File: src/bopc_pkg.sv
// Constants, field layouts and types shared by the binary output pulse control block.
package bopc_pkg;

  // ==========================================================================
  // Clock and timing
  // ==========================================================================
  localparam int unsigned CLK_PERIOD_NS = 100;
  localparam int unsigned TICK_MS = 10;
  localparam int unsigned TICK_CYCLES = TICK_MS * 1000000 / CLK_PERIOD_NS;
  localparam int unsigned PULSE_MIN_MS = 50;
  localparam int unsigned PULSE_MAX_MS = 3600000;
  localparam int unsigned PULSE_DEF_MS = 200;

  // ==========================================================================
  // Field widths and ranges
  // ==========================================================================
  localparam int unsigned NUM_OUT = 2;
  localparam int unsigned IND_NUM = 16;
  localparam int unsigned IND_SEL_W = 5;
  localparam int unsigned CNT_NUM = 5;
  localparam int unsigned CNT_SEL_W = 3;
  localparam int unsigned PT_W = 19;
  localparam int unsigned STEP_W = 24;
  localparam int unsigned PEND_W = 8;
  localparam logic [PT_W-1:0] PT_MIN = PT_W'(PULSE_MIN_MS / TICK_MS);
  localparam logic [PT_W-1:0] PT_MAX = PT_W'(PULSE_MAX_MS / TICK_MS);
  localparam logic [PT_W-1:0] PT_DEF = PT_W'(PULSE_DEF_MS / TICK_MS);
  // Energy step is counted in tenths of Wh, VAh or varh.
  localparam logic [STEP_W-1:0] STEP_MIN = 24'h000001;
  localparam logic [STEP_W-1:0] STEP_MAX = 24'h989680;
  localparam logic [STEP_W-1:0] STEP_DEF = 24'h00000A;

  // ==========================================================================
  // Source selections
  // ==========================================================================
  localparam logic SRC_IND = 1'b0;
  localparam logic SRC_CNT = 1'b1;
  localparam logic [IND_SEL_W-1:0] IND_NONE = 5'h00;
  localparam logic [CNT_SEL_W-1:0] CNT_NONE = 3'h0;
  localparam logic [CNT_SEL_W-1:0] CNT_ACT_SUPPLY = 3'h1;
  localparam logic [CNT_SEL_W-1:0] CNT_ACT_DEMAND = 3'h2;
  localparam logic [CNT_SEL_W-1:0] CNT_REACT_IND = 3'h3;
  localparam logic [CNT_SEL_W-1:0] CNT_REACT_CAP = 3'h4;
  localparam logic [CNT_SEL_W-1:0] CNT_APPARENT = 3'h5;

  typedef enum logic [1:0] {
    MODE_PERSIST,
    MODE_FAILSAFE,
    MODE_PULSE,
    MODE_PULSE_RETRIG
  } bopc_mode_e;

  typedef struct packed {
    logic src_type;
    logic [IND_SEL_W-1:0] ind_sel;
    logic [CNT_SEL_W-1:0] cnt_sel;
    logic invert;
    bopc_mode_e mode;
    logic [STEP_W-1:0] step;
    logic [PT_W-1:0] ptime;
  } bopc_cfg_s;

  localparam bopc_cfg_s CFG_RESET = '{
    src_type: SRC_IND,
    ind_sel: IND_NONE,
    cnt_sel: CNT_NONE,
    invert: 1'b0,
    mode: MODE_PERSIST,
    step: STEP_DEF,
    ptime: PT_DEF
  };

endpackage

File: src/bopc_timer.sv
// Pulse timer of one binary output, counting shared 10 ms ticks.
`timescale 1ns/10ps
module bopc_timer (
  input wire logic core_clk,
  input wire logic reset,
  input wire logic tick,
  input wire logic start,
  input wire logic kill,
  input wire logic [bopc_pkg::PT_W-1:0] pulse_ticks,
  output logic busy
);

  typedef struct packed {
    logic [bopc_pkg::PT_W-1:0] cnt;
    logic busy;
  } bopc_tmr_s;

  bopc_tmr_s st_ff;
  bopc_tmr_s nxt_st;

  // ==========================================================================
  // Next state
  // ==========================================================================
  always_comb
  begin
    nxt_st = st_ff;
    if (kill)
    begin
      nxt_st.cnt = '0;
      nxt_st.busy = 1'b0;
    end
    else if (start)
    begin
      // A start while busy reloads the count, which lengthens the pulse.
      nxt_st.cnt = pulse_ticks;
      nxt_st.busy = 1'b1;
    end
    else if (st_ff.busy && tick)
    begin
      if (st_ff.cnt <= bopc_pkg::PT_W'(1))
      begin
        nxt_st.cnt = '0;
        nxt_st.busy = 1'b0;
      end
      else
      begin
        nxt_st.cnt = st_ff.cnt - 1'b1;
      end
    end
  end

  // ==========================================================================
  // State register
  // ==========================================================================
  always_ff @(posedge core_clk or posedge reset)
  begin
    if (reset)
    begin
      st_ff <= '0;
    end
    else
    begin
      st_ff <= nxt_st;
    end
  end

  assign busy = st_ff.busy;

endmodule

File: src/bopc_top.sv
// Two binary outputs driven by indications or energy counters, with passive and active settings.
`timescale 1ns/10ps
// How it works
// Source type picks indication or counter, never both.
// Source none holds output off and idle.
// Inversion complements indication when set.
// Persistent follows indication, holds when invalid.
// Fail-safe invalid forces output to inversion level.
// Plain pulse ignores changes while pulse on.
// Retrigger pulse restarts timer on change.
// Pulse ON time is count times 10 ms.
// Pulse time 50 ms to 3600000 ms, default 200.
// Pulse time serves pulse modes and counters.
// Activation sets persistent output from indication; if old active setting was pulse, counter or none it is forced off instead.
// Activation switches running pulse off at once.
// Counter emits one pulse per energy step.
// Counter selectable among five energy quantities.
// Written settings stay passive until activation.
// Both outputs identical with own settings, timers.
// Pulse timers count a common 10 ms tick.
// Energy accumulates, subtracts step, queues due pulses.
module bopc_top #(
  parameter int unsigned TICK_CYCLES = bopc_pkg::TICK_CYCLES
) (
  input wire logic core_clk,
  input wire logic reset,
  input wire logic [bopc_pkg::IND_NUM-1:0] ind_value,
  input wire logic [bopc_pkg::IND_NUM-1:0] ind_valid,
  input wire logic [bopc_pkg::CNT_NUM-1:0] energy_strobe,
  input wire logic cfg_wr,
  input wire logic cfg_sel,
  input wire logic cfg_src_type,
  input wire logic [bopc_pkg::IND_SEL_W-1:0] cfg_ind_sel,
  input wire logic [bopc_pkg::CNT_SEL_W-1:0] cfg_cnt_sel,
  input wire logic cfg_invert,
  input wire logic [1:0] cfg_mode,
  input wire logic [bopc_pkg::STEP_W-1:0] cfg_step,
  input wire logic [bopc_pkg::PT_W-1:0] cfg_ptime,
  input wire logic cfg_activate,
  output logic [bopc_pkg::NUM_OUT-1:0] bin_out,
  output logic cfg_err,
  output logic [bopc_pkg::NUM_OUT-1:0] pulse_queued
);

  localparam int unsigned TCW = (TICK_CYCLES > 1) ? $clog2(TICK_CYCLES) : 1;
  localparam logic [TCW-1:0] TICK_LAST = TCW'(TICK_CYCLES - 1);

  typedef struct packed {
    bopc_pkg::bopc_cfg_s [bopc_pkg::NUM_OUT-1:0] pas;
    bopc_pkg::bopc_cfg_s [bopc_pkg::NUM_OUT-1:0] act;
    logic [bopc_pkg::NUM_OUT-1:0] out;
    logic [bopc_pkg::NUM_OUT-1:0] prev;
    logic [bopc_pkg::NUM_OUT-1:0][bopc_pkg::STEP_W-1:0] acc;
    logic [bopc_pkg::NUM_OUT-1:0][bopc_pkg::PEND_W-1:0] pend;
    logic [bopc_pkg::NUM_OUT-1:0] queued;
    logic [TCW-1:0] tick_cnt;
    logic tick;
    logic err;
  } bopc_state_s;

  bopc_state_s st_ff;
  bopc_state_s nxt_st;
  bopc_pkg::bopc_cfg_s wr_cfg;
  logic [bopc_pkg::NUM_OUT-1:0] start;
  logic [bopc_pkg::NUM_OUT-1:0] kill;
  logic [bopc_pkg::NUM_OUT-1:0] busy;

  // ==========================================================================
  // Helpers
  // ==========================================================================
  // The selected source is none when the chosen origin names nothing.
  function automatic logic src_none(input bopc_pkg::bopc_cfg_s c);
    if (c.src_type == bopc_pkg::SRC_CNT)
    begin
      src_none = (c.cnt_sel == bopc_pkg::CNT_NONE);
    end
    else
    begin
      src_none = (c.ind_sel == bopc_pkg::IND_NONE);
    end
  endfunction

  // Returns {valid, effective level} of the selected indication.
  function automatic logic [1:0] ind_eff(input bopc_pkg::bopc_cfg_s c,
                                         input logic [bopc_pkg::IND_NUM-1:0] val,
                                         input logic [bopc_pkg::IND_NUM-1:0] vld);
    logic [$clog2(bopc_pkg::IND_NUM)-1:0] idx;
    // Wrapping the index keeps a none selection from reading past the vector.
    idx = c.ind_sel[$clog2(bopc_pkg::IND_NUM)-1:0] - 1'b1;
    ind_eff = {vld[idx], val[idx] ^ c.invert};
  endfunction

  function automatic logic is_pulse(input bopc_pkg::bopc_cfg_s c);
    is_pulse = (c.src_type == bopc_pkg::SRC_CNT) || (c.mode == bopc_pkg::MODE_PULSE) ||
               (c.mode == bopc_pkg::MODE_PULSE_RETRIG);
  endfunction

  function automatic logic cfg_ok(input bopc_pkg::bopc_cfg_s c);
    cfg_ok = (c.ptime >= bopc_pkg::PT_MIN) && (c.ptime <= bopc_pkg::PT_MAX) &&
             (c.step >= bopc_pkg::STEP_MIN) && (c.step <= bopc_pkg::STEP_MAX) &&
             (c.cnt_sel <= bopc_pkg::CNT_APPARENT) &&
             (c.ind_sel <= bopc_pkg::IND_SEL_W'(bopc_pkg::IND_NUM));
  endfunction

  always_comb
  begin
    wr_cfg.src_type = cfg_src_type;
    wr_cfg.ind_sel = cfg_ind_sel;
    wr_cfg.cnt_sel = cfg_cnt_sel;
    wr_cfg.invert = cfg_invert;
    wr_cfg.mode = bopc_pkg::bopc_mode_e'(cfg_mode);
    wr_cfg.step = cfg_step;
    wr_cfg.ptime = cfg_ptime;
  end

  // ==========================================================================
  // Next state
  // ==========================================================================
  always_comb
  begin
    logic [1:0] ie;
    logic [1:0] ie_new;
    logic [bopc_pkg::STEP_W:0] sum;
    logic [bopc_pkg::PEND_W:0] pnd;
    logic due;
    bopc_pkg::bopc_cfg_s c;
    bopc_pkg::bopc_cfg_s cn;
    ie = '0;
    ie_new = '0;
    sum = '0;
    pnd = '0;
    due = 1'b0;
    c = st_ff.act[0];
    cn = st_ff.pas[0];
    nxt_st = st_ff;
    start = '0;
    kill = '0;

    // A single tick shared by both outputs keeps every pulse end other than a kill on the 10 ms grid.
    if (st_ff.tick_cnt >= TICK_LAST)
    begin
      nxt_st.tick_cnt = '0;
      nxt_st.tick = 1'b1;
    end
    else
    begin
      nxt_st.tick_cnt = st_ff.tick_cnt + 1'b1;
      nxt_st.tick = 1'b0;
    end

    if (cfg_wr)
    begin
      if (cfg_ok(wr_cfg))
      begin
        nxt_st.pas[cfg_sel] = wr_cfg;
        nxt_st.err = 1'b0;
      end
      else
      begin
        nxt_st.err = 1'b1;
      end
    end

    for (int i = 0; i < bopc_pkg::NUM_OUT; i++)
    begin
      c = st_ff.act[i];
      cn = st_ff.pas[i];
      ie = ind_eff(c, ind_value, ind_valid);
      ie_new = ind_eff(cn, ind_value, ind_valid);
      if (cfg_activate)
      begin
        nxt_st.act[i] = cn;
        nxt_st.acc[i] = '0;
        nxt_st.pend[i] = '0;
        nxt_st.queued[i] = 1'b0;
        kill[i] = 1'b1;
        nxt_st.prev[i] = ie_new[0];
        if (src_none(cn) || is_pulse(cn) || is_pulse(c) || src_none(c))
        begin
          nxt_st.out[i] = 1'b0;
        end
        else if (ie_new[1])
        begin
          nxt_st.out[i] = ie_new[0];
        end
        else if (cn.mode == bopc_pkg::MODE_FAILSAFE)
        begin
          nxt_st.out[i] = cn.invert;
        end
      end
      else if (src_none(c))
      begin
        kill[i] = 1'b1;
        nxt_st.out[i] = 1'b0;
        nxt_st.acc[i] = '0;
        nxt_st.pend[i] = '0;
        nxt_st.queued[i] = 1'b0;
      end
      else if (c.src_type == bopc_pkg::SRC_CNT)
      begin
        sum = {1'b0, st_ff.acc[i]} +
              {{bopc_pkg::STEP_W{1'b0}}, energy_strobe[c.cnt_sel - 1'b1]};
        due = (sum >= {1'b0, c.step});
        if (due)
        begin
          sum = sum - {1'b0, c.step};
        end
        nxt_st.acc[i] = sum[bopc_pkg::STEP_W-1:0];
        pnd = {1'b0, st_ff.pend[i]} + {{bopc_pkg::PEND_W{1'b0}}, due};
        if (pnd[bopc_pkg::PEND_W])
        begin
          pnd = {1'b0, {bopc_pkg::PEND_W{1'b1}}};
        end
        // Waiting for both busy and out low leaves an OFF gap between queued pulses.
        if ((pnd != '0) && !busy[i] && !st_ff.out[i])
        begin
          start[i] = 1'b1;
          pnd = pnd - 1'b1;
        end
        nxt_st.pend[i] = pnd[bopc_pkg::PEND_W-1:0];
        nxt_st.queued[i] = (pnd != '0);
        nxt_st.out[i] = busy[i];
      end
      else
      begin
        unique case (c.mode)
          bopc_pkg::MODE_PERSIST:
          begin
            if (ie[1])
            begin
              nxt_st.out[i] = ie[0];
            end
          end
          bopc_pkg::MODE_FAILSAFE:
          begin
            nxt_st.out[i] = ie[1] ? ie[0] : c.invert;
          end
          bopc_pkg::MODE_PULSE, bopc_pkg::MODE_PULSE_RETRIG:
          begin
            if (ie[1] && (ie[0] != st_ff.prev[i]))
            begin
              nxt_st.prev[i] = ie[0];
              if (!busy[i])
              begin
                start[i] = 1'b1;
              end
              else if (c.mode == bopc_pkg::MODE_PULSE_RETRIG)
              begin
                start[i] = 1'b1;
              end
            end
            nxt_st.out[i] = busy[i];
          end
        endcase
      end
    end
  end

  // ==========================================================================
  // State register
  // ==========================================================================
  always_ff @(posedge core_clk or posedge reset)
  begin
    if (reset)
    begin
      st_ff.pas <= {bopc_pkg::NUM_OUT{bopc_pkg::CFG_RESET}};
      st_ff.act <= {bopc_pkg::NUM_OUT{bopc_pkg::CFG_RESET}};
      st_ff.out <= '0;
      st_ff.prev <= '0;
      st_ff.acc <= '0;
      st_ff.pend <= '0;
      st_ff.queued <= '0;
      st_ff.tick_cnt <= '0;
      st_ff.tick <= 1'b0;
      st_ff.err <= 1'b0;
    end
    else
    begin
      st_ff <= nxt_st;
    end
  end

  // ==========================================================================
  // Pulse timers
  // ==========================================================================
  for (genvar g = 0; g < bopc_pkg::NUM_OUT; g++)
  begin : g_tmr
    bopc_timer u_timer (
      .core_clk(core_clk),
      .reset(reset),
      .tick(st_ff.tick),
      .start(start[g]),
      .kill(kill[g]),
      .pulse_ticks(st_ff.act[g].ptime),
      .busy(busy[g])
    );
  end

  assign bin_out = st_ff.out;
  assign cfg_err = st_ff.err;
  assign pulse_queued = st_ff.queued;

endmodule

File: config.mk
export PLATFORM = sky130hd
export DESIGN_NAME = bopc_top
export DESIGN_NICKNAME = d
export VERILOG_FILES = /design/src/bopc_pkg.sv /design/src/bopc_timer.sv /design/src/bopc_top.sv
export SDC_FILE = /design/constraint.sdc
export NUM_CORES = 1
export LEC_CHECK = 0
export ABC_AREA = 1
export BUFFER_PORTS_ARGS = -buffer_cell sky130_fd_sc_hd__buf_2
export CORE_ASPECT_RATIO = 0.7
export CORE_MARGIN = 5
export CORE_UTILIZATION = 58
export CTS_CLUSTER_DIAMETER = 150
export DETAILED_ROUTE_END_ITERATION = 8
export GPL_TIMING_DRIVEN = 0
export HOLD_SLACK_MARGIN = 0.12
export PLACE_DENSITY = 0.76
export SKIP_CTS_REPAIR_TIMING = 1
export SYNTH_ARGS = -nofsm -noshare
export SYNTH_HDL_FRONTEND = slang
export SYNTH_SLANG_ARGS = --single-unit
File: constraint.sdc
create_clock -name core_clk -period 26.9 [get_ports core_clk]
set_input_delay 1.345 -clock core_clk [delete_from_list [all_inputs] [get_ports core_clk]]
set_output_delay 1.345 -clock core_clk [all_outputs]
set_load 0.02 [all_outputs]
==> results.md, run 1 <==
- Status: finished clean
- Worst path required time: ~27 ns
- Worst Path Arrival: slightly below 9 ns
- Warnings from Yosys: 0
- Top cells by count, synth: nand2_1, dfrtp_1, inv_1
- Max_slew headroom: 0.412
- Crit path largest cell delay: about 0.8 ns
- Net Count, Synth: 3293
- Net Sw Power: 1.05 mW
- Initial Utilization: 0.587
- Critical path class: in -> reg
- Layout cells sized above 1: 0.105
- Largest net degree at the start of global routing: around 130
- FP Rows: 60
- CTS buffer count: 38
- Finished Layout Cells: between 3000 and 4000
- Ports: roughly 100
- Min Tclk post-route: roughly 8.4 ns
- Die width: between 200 and 250 um
- Cell area after layout: 25100 sq um
- Initial DRC count: approximately 2300
- Max H-tree Level: 2
- Core area: ~38000 sq um
- MaxCap Viol Count: 0
- DR vias: between 20000 and 25000
- Crit Path Max Fanout: 10
- PwrDens: about 97 nW/um^2
- Post-synth top flop: dfrtp_1
- GPL Wtd Cong: ~0.96
- Clk sink count: around 350
- Worst Max-Slew Pin Slew: between 0.8 and 0.9 ns
- Largest family of logic cells by synthesized area: simple AND/OR/NAND/NOR gates
- Seq/Total Area, Yosys: 0.389
- Sw Ratio: 0.433
- Port Buf Inserts: 101
- Synth async-reset ratio: 1.00
- Clock Power Share: 0.232
- Max-slew violations: 0
- Comb pwr share: 0.469
- Peak supply drop: 0.0548 mV
- Avg Inst Size Synth: 7.22 sq um
- Post-synth EDFFs: 0
- Pre-Repair DR Iteration Count: 8
- Post-DP HPWL: a little over 50 mm
- Reg clk slew, reported paths: approximately 0.06 ns
- Final Hold Fails: 0
- Post-synthesis mux area share: 0
- P&R area growth vs syn: 11.4%
- Initial antenna violation count: 2
- Synth top area cells: dfrtp_1, nand2_1, o21ai_0, inv_1, nand3_1
- Flops & latches, synth: ~350
- Final TNS setup: 0 ns
- Final Net Count: 3436
- Post-DR wirelength/cell: 17.4 um
- CTS Buffer Depth: 3
- Share of power burned in registers: 0.298
- Top-count cell post-synth: nand2_1
- CTS root buf: clkbuf_16
- Mapped Area: 22500 sq um
- Adder-cell share of the synthesized area: 0.0434
- Synth Area in Compound Gates: 0.134
- N_diodes: 0
- Total grt overflow: 0
- Via/cell ratio: roughly 5.7
- Top cell type by total area after synthesis: dfrtp_1
- Synth Area in XOR/XNOR: 0.0462
- Placed Cells: 3749
- Element type at the critical path end: flop
- Final wirelength: around 67 mm
- Max Fclk: approximately 0.12 GHz
- Synth Area in Simple Gates: 0.297
- Power Internal: ~1.4 mW
- Worst min-delay path class: reg -> reg
- Hold WS: ~0.47 ns
- Startpoint Class: primary input
- Post-layout util: 0.654
- Post-synth top area share: 0.370
- Clock skew: between 0.02 and 0.025 ns
- Final antenna-violating net count: 0
- Synth cell types: 63
- Fin crit share: 0.313
- Post-Syn Instances: roughly 3100
- Clk Latency, worst-skew pair: 0.54 ns
- Global-route wire length before repair: approximately 110 mm
- Leakage Power: approximately 13 nW
- Post-route DRC: 0
- Height of the die: between 150 and 200 um
- CTS tree: built
- Final setup vio count: 0
- CP max-delay cell: o41ai_1
- Placed Area: between 20000 and 25000 sq um
- Overall Global Routing Usage: 0.303
- Die area: 42900 sq um
- RSZ-0062 raised after global routing: false
- Vias in the first global route: around 21000
## metal layers
layer  part of all wire  global-route usage
met1               0.46               0.449
met2               0.43               0.448
met3              0.081              0.0610
met4              0.030              0.0941
met5            0.00030                   0
## stage by stage
step | worst slack, ns | power, mW
final | 18.49 | 2.43
after global routing | 17.97 | 2.61
after CTS | 18.69 | 2.41
after detailed placement | 18.17 | 1.84
after global placement | 12.18 | 1.81
after floorplan | 15.90 | 1.56
## power by group through the flow
| stage | Combinational [mW] | Sequential (mW) | Clock [mW] |
|---|---|---|---|
| 3_3_place_gp | 1.08 | 0.726 | 0 |
| 5_1_grt | 1.27 | 0.737 | 0.595 |
| 2_1_floorplan | 0.858 | 0.707 | 0 |
| 6_report | 1.14 | 0.725 | 0.565 |
| 3_5_place_dp | 1.11 | 0.730 | 0 |
| 4_1_cts | 1.12 | 0.722 | 0.570 |
## logic make-up after synthesis
logic type / count (synthesis)
fa+ha+maj: 77
xor+xnor: 117
simple gates: 1548
flops: 349
buf+inv: 472
compound gates: 556
## cell usage in the layout, fill, tap and decap left out, types with 5 or more instances in the layout
master and count:
nand2_4 6, nor2_1 235, nand4_1 47, ha_1 75, xor2_1 62, nand3_1 200
clkbuf_8 7, o22ai_1 10, clkbuf_16 41, nand3_2 28, clkbuf_1 54, buf_2 136
buf_4 14, dfrtp_1 333, o21bai_1 7, nor4_1 18, nand2_2 8, nand2_1 928
nand3b_1 8, inv_2 15, buf_6 17, a21oi_2 10, o211ai_1 25, o21ai_0 258
a31oi_1 16, a21oi_1 146, xnor2_1 53, nor3_1 45, o21ai_1 57, inv_1 332
dfstp_2 16, nor2_2 5, a21o_1 5
## area by class of cell
cell class | count | area [sq um]
Fill cell | 3422 | 13300
Timing Repair Buffer | 103 | 561
Multi-Input combinational cell | 2298 | 11700
Inverter | 353 | 1340
Buffer | 119 | 711
Tap cell | 527 | 659
Clock buffer | 55 | 1150
Clock inverter | 14 | 191
Sequential cell | 349 | 8750
## final timing paths
path | startpoint | depth (start not counted) | slack (ns) | to
worst max-delay path | energy_strobe[4] | 42 | 18.49 | g_tmr[1].u_timer.st_ff[8]$_DFFE_PP0P_
worst min-delay path | st_ff[201]$_DFFE_PP1P_ | 2 | 0.47 | st_ff[91]$_DFFE_PP1P_
worst max register to register | st_ff[190]$_DFFE_PP0P_ | 43 | 18.55 | g_tmr[1].u_timer.st_ff[8]$_DFFE_PP0P_
worst min register to register | st_ff[201]$_DFFE_PP1P_ | 2 | 0.47 | st_ff[91]$_DFFE_PP1P_
max in group asynchronous | reset | 3 | 24.83 | g_tmr[0].u_timer.st_ff[7]$_DFFE_PP0P_
min in group asynchronous | reset | 2 | 0.94 | st_ff[237]$_DFFE_PP0P_
## registers in the layout, summed over array words and instances, names as in the netlist
register,flops
g_tmr.u_timer.st_ff,38
cfg_err,1
st_ff,304
g_tmr.u_timer.busy,2
bin_out,2
pulse_queued,2
## worst max-delay path, delay by kind of cell
kind | cells | cell delay, ns
fa+ha+maj | 6 | 1.51
xor+xnor | 1 | 0.23
buf+inv | 11 | 1.03
compound gates | 5 | 1.40
simple gates | 19 | 3.34
No activity file was read; power rests on OpenSTA's default activity.
==> run 2, diff against run 1 <==
--- a/config.mk
+++ b/config.mk
@@ -9,12 +9,12 @@
 export BUFFER_PORTS_ARGS = -buffer_cell sky130_fd_sc_hd__buf_2
 export CORE_ASPECT_RATIO = 0.7
 export CORE_MARGIN = 5
-export CORE_UTILIZATION = 58
+export CORE_UTILIZATION = 57
 export CTS_CLUSTER_DIAMETER = 150
 export DETAILED_ROUTE_END_ITERATION = 8
 export GPL_TIMING_DRIVEN = 0
 export HOLD_SLACK_MARGIN = 0.12
-export PLACE_DENSITY = 0.76
+export PLACE_DENSITY = 0.78
 export SKIP_CTS_REPAIR_TIMING = 1
 export SYNTH_ARGS = -nofsm -noshare
 export SYNTH_HDL_FRONTEND = slang
==> constraint.sdc (replaced) <==
create_clock -name core_clk -period 7.6 [get_ports core_clk]
set_input_delay 0.38 -clock core_clk [delete_from_list [all_inputs] [get_ports core_clk]]
set_output_delay 0.38 -clock core_clk [all_outputs]
set_load 0.02 [all_outputs]
==> results.md, run 2 (synthesized netlist as in run 1, its figures left out) <==
- Final worst slack: 0.360 ns
- CTS Buffer Depth: 3
- Crit Path Max Fanout: 10
- Top flop regs: st_ff x304, g_tmr.u_timer.st_ff x38
- Hold WS: 0.124 ns
- Layout cells sized above 1: 0.113
- Height of the die: ~180 um
- Clk sink count: roughly 350
- Port Buf Inserts: between 100 and 150
- Reg with most FFs: st_ff
- Post-layout power: 8.60 mW
- Finished Layout Cells: between 3000 and 4000
- Die width: approximately 250 um
- Overall Global Routing Usage: 0.296
- P&R area growth vs syn: 12.4%
- Element type at the critical path end: flop
- Initial Utilization: 0.582
- Startpoint Class: flop
- Final Hold Fails: 0
- Final TNS setup: 0 ns
- Final antenna-violating net count: 0
- Global-route wire length before repair: around 110 mm
- Critical path class: reg -> reg
- Post-layout util: 0.654
- Reg clk slew, reported paths: around 0.06 ns
- Worst slack at placement: -0.306 ns
- Pre-Repair DR Iteration Count: 6
- CP max-delay cell: dfrtp_1
- Die area: between 40000 and 50000 sq um
- Max H-tree Level: 2
- Largest register FFs: roughly 300
- Clock Power Share: 0.225
- Ports: slightly above 100
- Max Fclk: around 0.14 GHz
- Worst path required time: about 8.0 ns
- Comb pwr share: 0.476
- N_diodes: 0
- Max_slew headroom: 0.335
- Final Net Count: 3447
- Final wirelength: approximately 66 mm
- Net Sw Power: approximately 3.7 mW
- Commonest cells after routing, fill and taps aside: nand2_1, dfrtp_1, inv_1, o21ai_0, nor2_1
- Clk Latency, worst-skew pair: about 0.54 ns
- Power Internal: about 5 mW
- Total grt overflow: 0
- Share of power burned in registers: 0.299
- CTS root buf: clkbuf_16
- Most common cell after layout, fill and taps aside: nand2_1
- Min Tclk post-route: 7.24 ns
- Max-slew violations: 0
- CTS tree: built
- PwrDens: around 340 nW/um^2
- Vias in the first global route: between 20000 and 25000
- Placed Area: around 24000 sq um
- Initial DRC count: 2371
- Peak supply drop: between 0.2 and 0.25 mV
- Worst Path Arrival: 7.67 ns
- Sw Ratio: 0.435
- Fin crit share: 0.953
- FP Rows: 60
- Via/cell ratio: roughly 5.8
- Post-route DRC: 0
- MaxCap Viol Count: 0
- Post-DP HPWL: roughly 51 mm
- Final setup vio count: 0
- DR vias: ~22000
- Leakage Power: approximately 13 nW
- Worst min-delay path class: in -> reg
- Core area: roughly 39000 sq um
- Crit path largest cell delay: between 0.3 and 0.4 ns
- Cell area after layout: between 20000 and 30000 sq um
- CTS buffer count: 37
- Placed Cells: around 3800
- Post-DR wirelength/cell: 17.2 um
- Status: finished clean
- Largest net degree at the start of global routing: 43
- GPL Wtd Cong: 0.978
- Worst Max-Slew Pin Slew: around 1 ns
- Initial antenna violation count: 0
- Clock skew: ~0.013 ns
## run 2: worst max-delay path, delay by kind of cell (launching register included)
kind,cells,cell delay [ns]
and+or+nand+nor,23,2.94
adders and majority gates,7,1.62
buffers and inverters,9,0.92
AOI/OAI and AO/OA,4,0.67
xor gates and xnor gates,2,0.55
DFF,1,0.39
## run 2: metal layers
layer / up-vias / part of all wire / track usage
met4: 0 / 0.027 / 0.0813
met5: - / 0 / 0
met3: 118 / 0.083 / 0.0501
met2: 924 / 0.43 / 0.443
li1: 10500 / - / -
met1: 10500 / 0.46 / 0.447
## run 2: power groups by stage
stage	sequential [mW]	combinational [mW]	clock, mW
final	2.57	4.10	1.93
after CTS	2.55	3.97	1.96
after detailed placement	2.58	3.94	0
after floorplan	2.50	3.04	0
after global routing	2.61	4.56	2.05
after global placement	2.57	3.82	0
## run 2: final cells by class
type	count	area [sq um]
fillers	3370	13400
clock inverters	19	273
well taps	527	659
multi-input cells	2298	11800
repair buffers	115	731
flip-flops and latches	349	8750
inverters	353	1340
clock buffers	47	1000
plain buffers	119	716
## run 2: final timing paths
check                                             from                               endpoint  slack [ns]  cells after the start
worst max-delay path            st_ff[190]$_DFFE_PP0P_  g_tmr[1].u_timer.st_ff[7]$_DFFE_PP0P_        0.36                     45
worst min-delay path                      cfg_step[17]                 st_ff[290]$_DFFE_PP0P_        0.12                      3
worst max register to register  st_ff[190]$_DFFE_PP0P_  g_tmr[1].u_timer.st_ff[7]$_DFFE_PP0P_        0.36                     45
worst min register to register  st_ff[201]$_DFFE_PP1P_                  st_ff[91]$_DFFE_PP1P_        0.47                      2
max in group asynchronous                        reset                  st_ff[93]$_DFFE_PP1P_        5.55                      8
min in group asynchronous                        reset                  st_ff[56]$_DFFE_PP0P_        0.37                      3
==> run 3, diff against run 2 <==
--- a/config.mk
+++ b/config.mk
@@ -15,7 +15,9 @@
 export GPL_TIMING_DRIVEN = 0
 export HOLD_SLACK_MARGIN = 0.12
 export PLACE_DENSITY = 0.78
+export REMOVE_ABC_BUFFERS = 1
 export SKIP_CTS_REPAIR_TIMING = 1
 export SYNTH_ARGS = -nofsm -noshare
 export SYNTH_HDL_FRONTEND = slang
 export SYNTH_SLANG_ARGS = --single-unit
+export TNS_END_PERCENT = 30
==> results.md, run 3 (synthesized netlist as in run 1, its figures left out) <==
- Core area: approximately 39000 sq um
- CP Launch Point: st_ff[135]$_DFFE_PP0P_
- Min Tclk post-route: about 7 ns
- Crit Path Max Fanout: 22
- P&R area growth vs syn: 11.0%
- Worst Max-Slew Pin Slew: approximately 1.4 ns
- GPL Wtd Cong: between 0.9 and 1
- FP Rows: 60
- Worst reg2reg path startpoint: st_ff[135]$_DFFE_PP0P_
- PwrDens: 344 nW/um^2
- Total grt overflow: 0
- Peak supply drop: 0.198 mV
- Area of the multi-input gates: approximately 12000 sq um
- Worst Path Arrival: roughly 7.6 ns
- Commonest cells after routing, fill and taps aside: nand2_1, dfrtp_1, inv_1, o21ai_0, nor2_1
- Top cell by count, worst path: nand2_1
- Clock Power Share: 0.233
- Worst path required time: 8.03 ns
- Leakage Power: 13.0 nW
- Power Internal: 4.81 mW
- Final setup vio count: 0
- MaxCap Viol Count: 0
- Initial antenna violation count: 1
- Register Area: approximately 8800 sq um
- Clk sink count: 349
- CTS Buffer Depth: 3
- Overall Global Routing Usage: 0.275
- DR vias: ~21000
- Element type at the critical path end: flop
- Max Fclk: around 0.14 GHz
- Post-DR wirelength/cell: roughly 17 um
- Height of the die: between 150 and 200 um
- Sw Ratio: 0.441
- CTS root buf: clkbuf_16
- Startpoint Class: flop
- Clk Latency, worst-skew pair: 0.55 ns
- Reg with most FFs: st_ff
- Share of power burned in registers: 0.300
- Final wirelength: between 60 and 70 mm
- HP Start: cfg_ptime[4]
- Max_slew headroom: 0.0923
- Comb pwr share: 0.467
- Worst min-delay path class: in -> reg
- Max-slew violations: 0
- Final Net Count: between 3000 and 4000
- Port Buf Inserts: 101
- Post-DP HPWL: 44.0 mm
- Fin crit share: 0.947
- Critical path class: reg -> reg
- N_diodes: 0
- Most common cell after layout, fill and taps aside: nand2_1
- Post-route DRC: 0
- Initial DRC count: between 2000 and 2500
- CTS buffer count: 38
- Via/cell ratio: about 5.7
- Net Sw Power: about 3.8 mW
- Status: finished clean
- Post-layout util: 0.646
- Largest net degree at the start of global routing: 137
- Largest register FFs: about 300
- Clock skew: about 0.021 ns
- Layout cells sized above 1: 0.104
- FILL cells: 3353
- CTS tree: built
- Initial Utilization: 0.582
- Die width: about 250 um
- Reg clk slew, reported paths: ~0.060 ns
- Global-route wire length before repair: around 100 mm
- Final TNS setup: 0 ns
- CP max-delay cell: dfrtp_1
- Top flop regs: st_ff x304, g_tmr.u_timer.st_ff x38
- Vias in the first global route: 20200
- Final Hold Fails: 0
- Die area: 43700 sq um
- Max H-tree Level: 2
- Ports: just over 100
- Post-layout power: approximately 8.6 mW
- Crit path largest cell delay: approximately 0.4 ns
- Pre-Repair DR Iteration Count: 6
- Final antenna-violating net count: 0
## run 3: changes by cell type in the layout (fill, tap and decap cells not counted), moves of 4 or more
cell	change
clkbuf_1	-50
buf_2	-34
buf_6	-16
buf_12	-10
buf_4	-9
nand2_8	+8
buf_16	+7
nand2_2	-5
clkinv_2	+4
nand2_4	+4
## run 3: metrics by stage
stage                     setup slack (ns)  hold slack, ns  cells  cell area [sq um]
final                                0.405           0.118   3724              25000
after global routing               -0.0560           0.125   3724              25000
after CTS                            -1.41          0.0233   3709              24600
after detailed placement             -1.35           0.459   3639              23300
after global placement               -6.09           0.455   3628              23000
after floorplan                      -2.43           0.442   3000              21800
## run 3: final timing paths
path                                                     endpoint  slack (ns)  cells past startpoint
max reg2reg                 g_tmr[0].u_timer.st_ff[1]$_DFFE_PP0P_        0.40                     44
max                         g_tmr[0].u_timer.st_ff[1]$_DFFE_PP0P_        0.40                     44
max in group asynchronous                   st_ff[50]$_DFFE_PP0P_        5.86                      4
min reg2reg                                st_ff[148]$_DFFE_PP1P_        0.46                      2
min in group asynchronous  g_tmr[1].u_timer.st_ff[16]$_DFFE_PP0P_        0.52                      3
min                                        st_ff[203]$_DFFE_PP1P_        0.12                      3
## run 3: metal layers
layer,track usage,vias up,share of wire
met3,0.0516,115,0.083
met2,0.424,860,0.44
met1,0.400,9999,0.45
met5,0,-,0.00021
met4,0.0751,2,0.026
li1,-,10200,-
## run 3: cell type report
cell class,instances,area share
inverters,353,0.0542
flip-flops and latches,349,0.350
clock inverters,22,0.0119
well taps,527,0.0264
repair buffers,121,0.0335
multi-input cells,2304,0.482
clock buffers,48,0.0423
## run 3: critical path: cells and delay by family (launching register included)
family,cells,cell delay (ns)
buf+inv,7,0.73
simple gates,22,2.87
compound gates,7,0.98
fa+ha+maj,7,1.74
flops,1,0.41
xor+xnor,1,0.33
## run 3: power by group through the flow
| stage | Sequential [mW] | Clock [mW] | Combinational (mW) |
|---|---|---|---|
| 2_1_floorplan | 2.53 | 0 | 2.84 |
| 3_3_place_gp | 2.59 | 0 | 3.62 |
| 3_5_place_dp | 2.60 | 0 | 3.74 |
| 4_1_cts | 2.57 | 2.04 | 3.78 |
| 5_1_grt | 2.64 | 2.12 | 4.51 |
| 6_report | 2.59 | 2.01 | 4.02 |
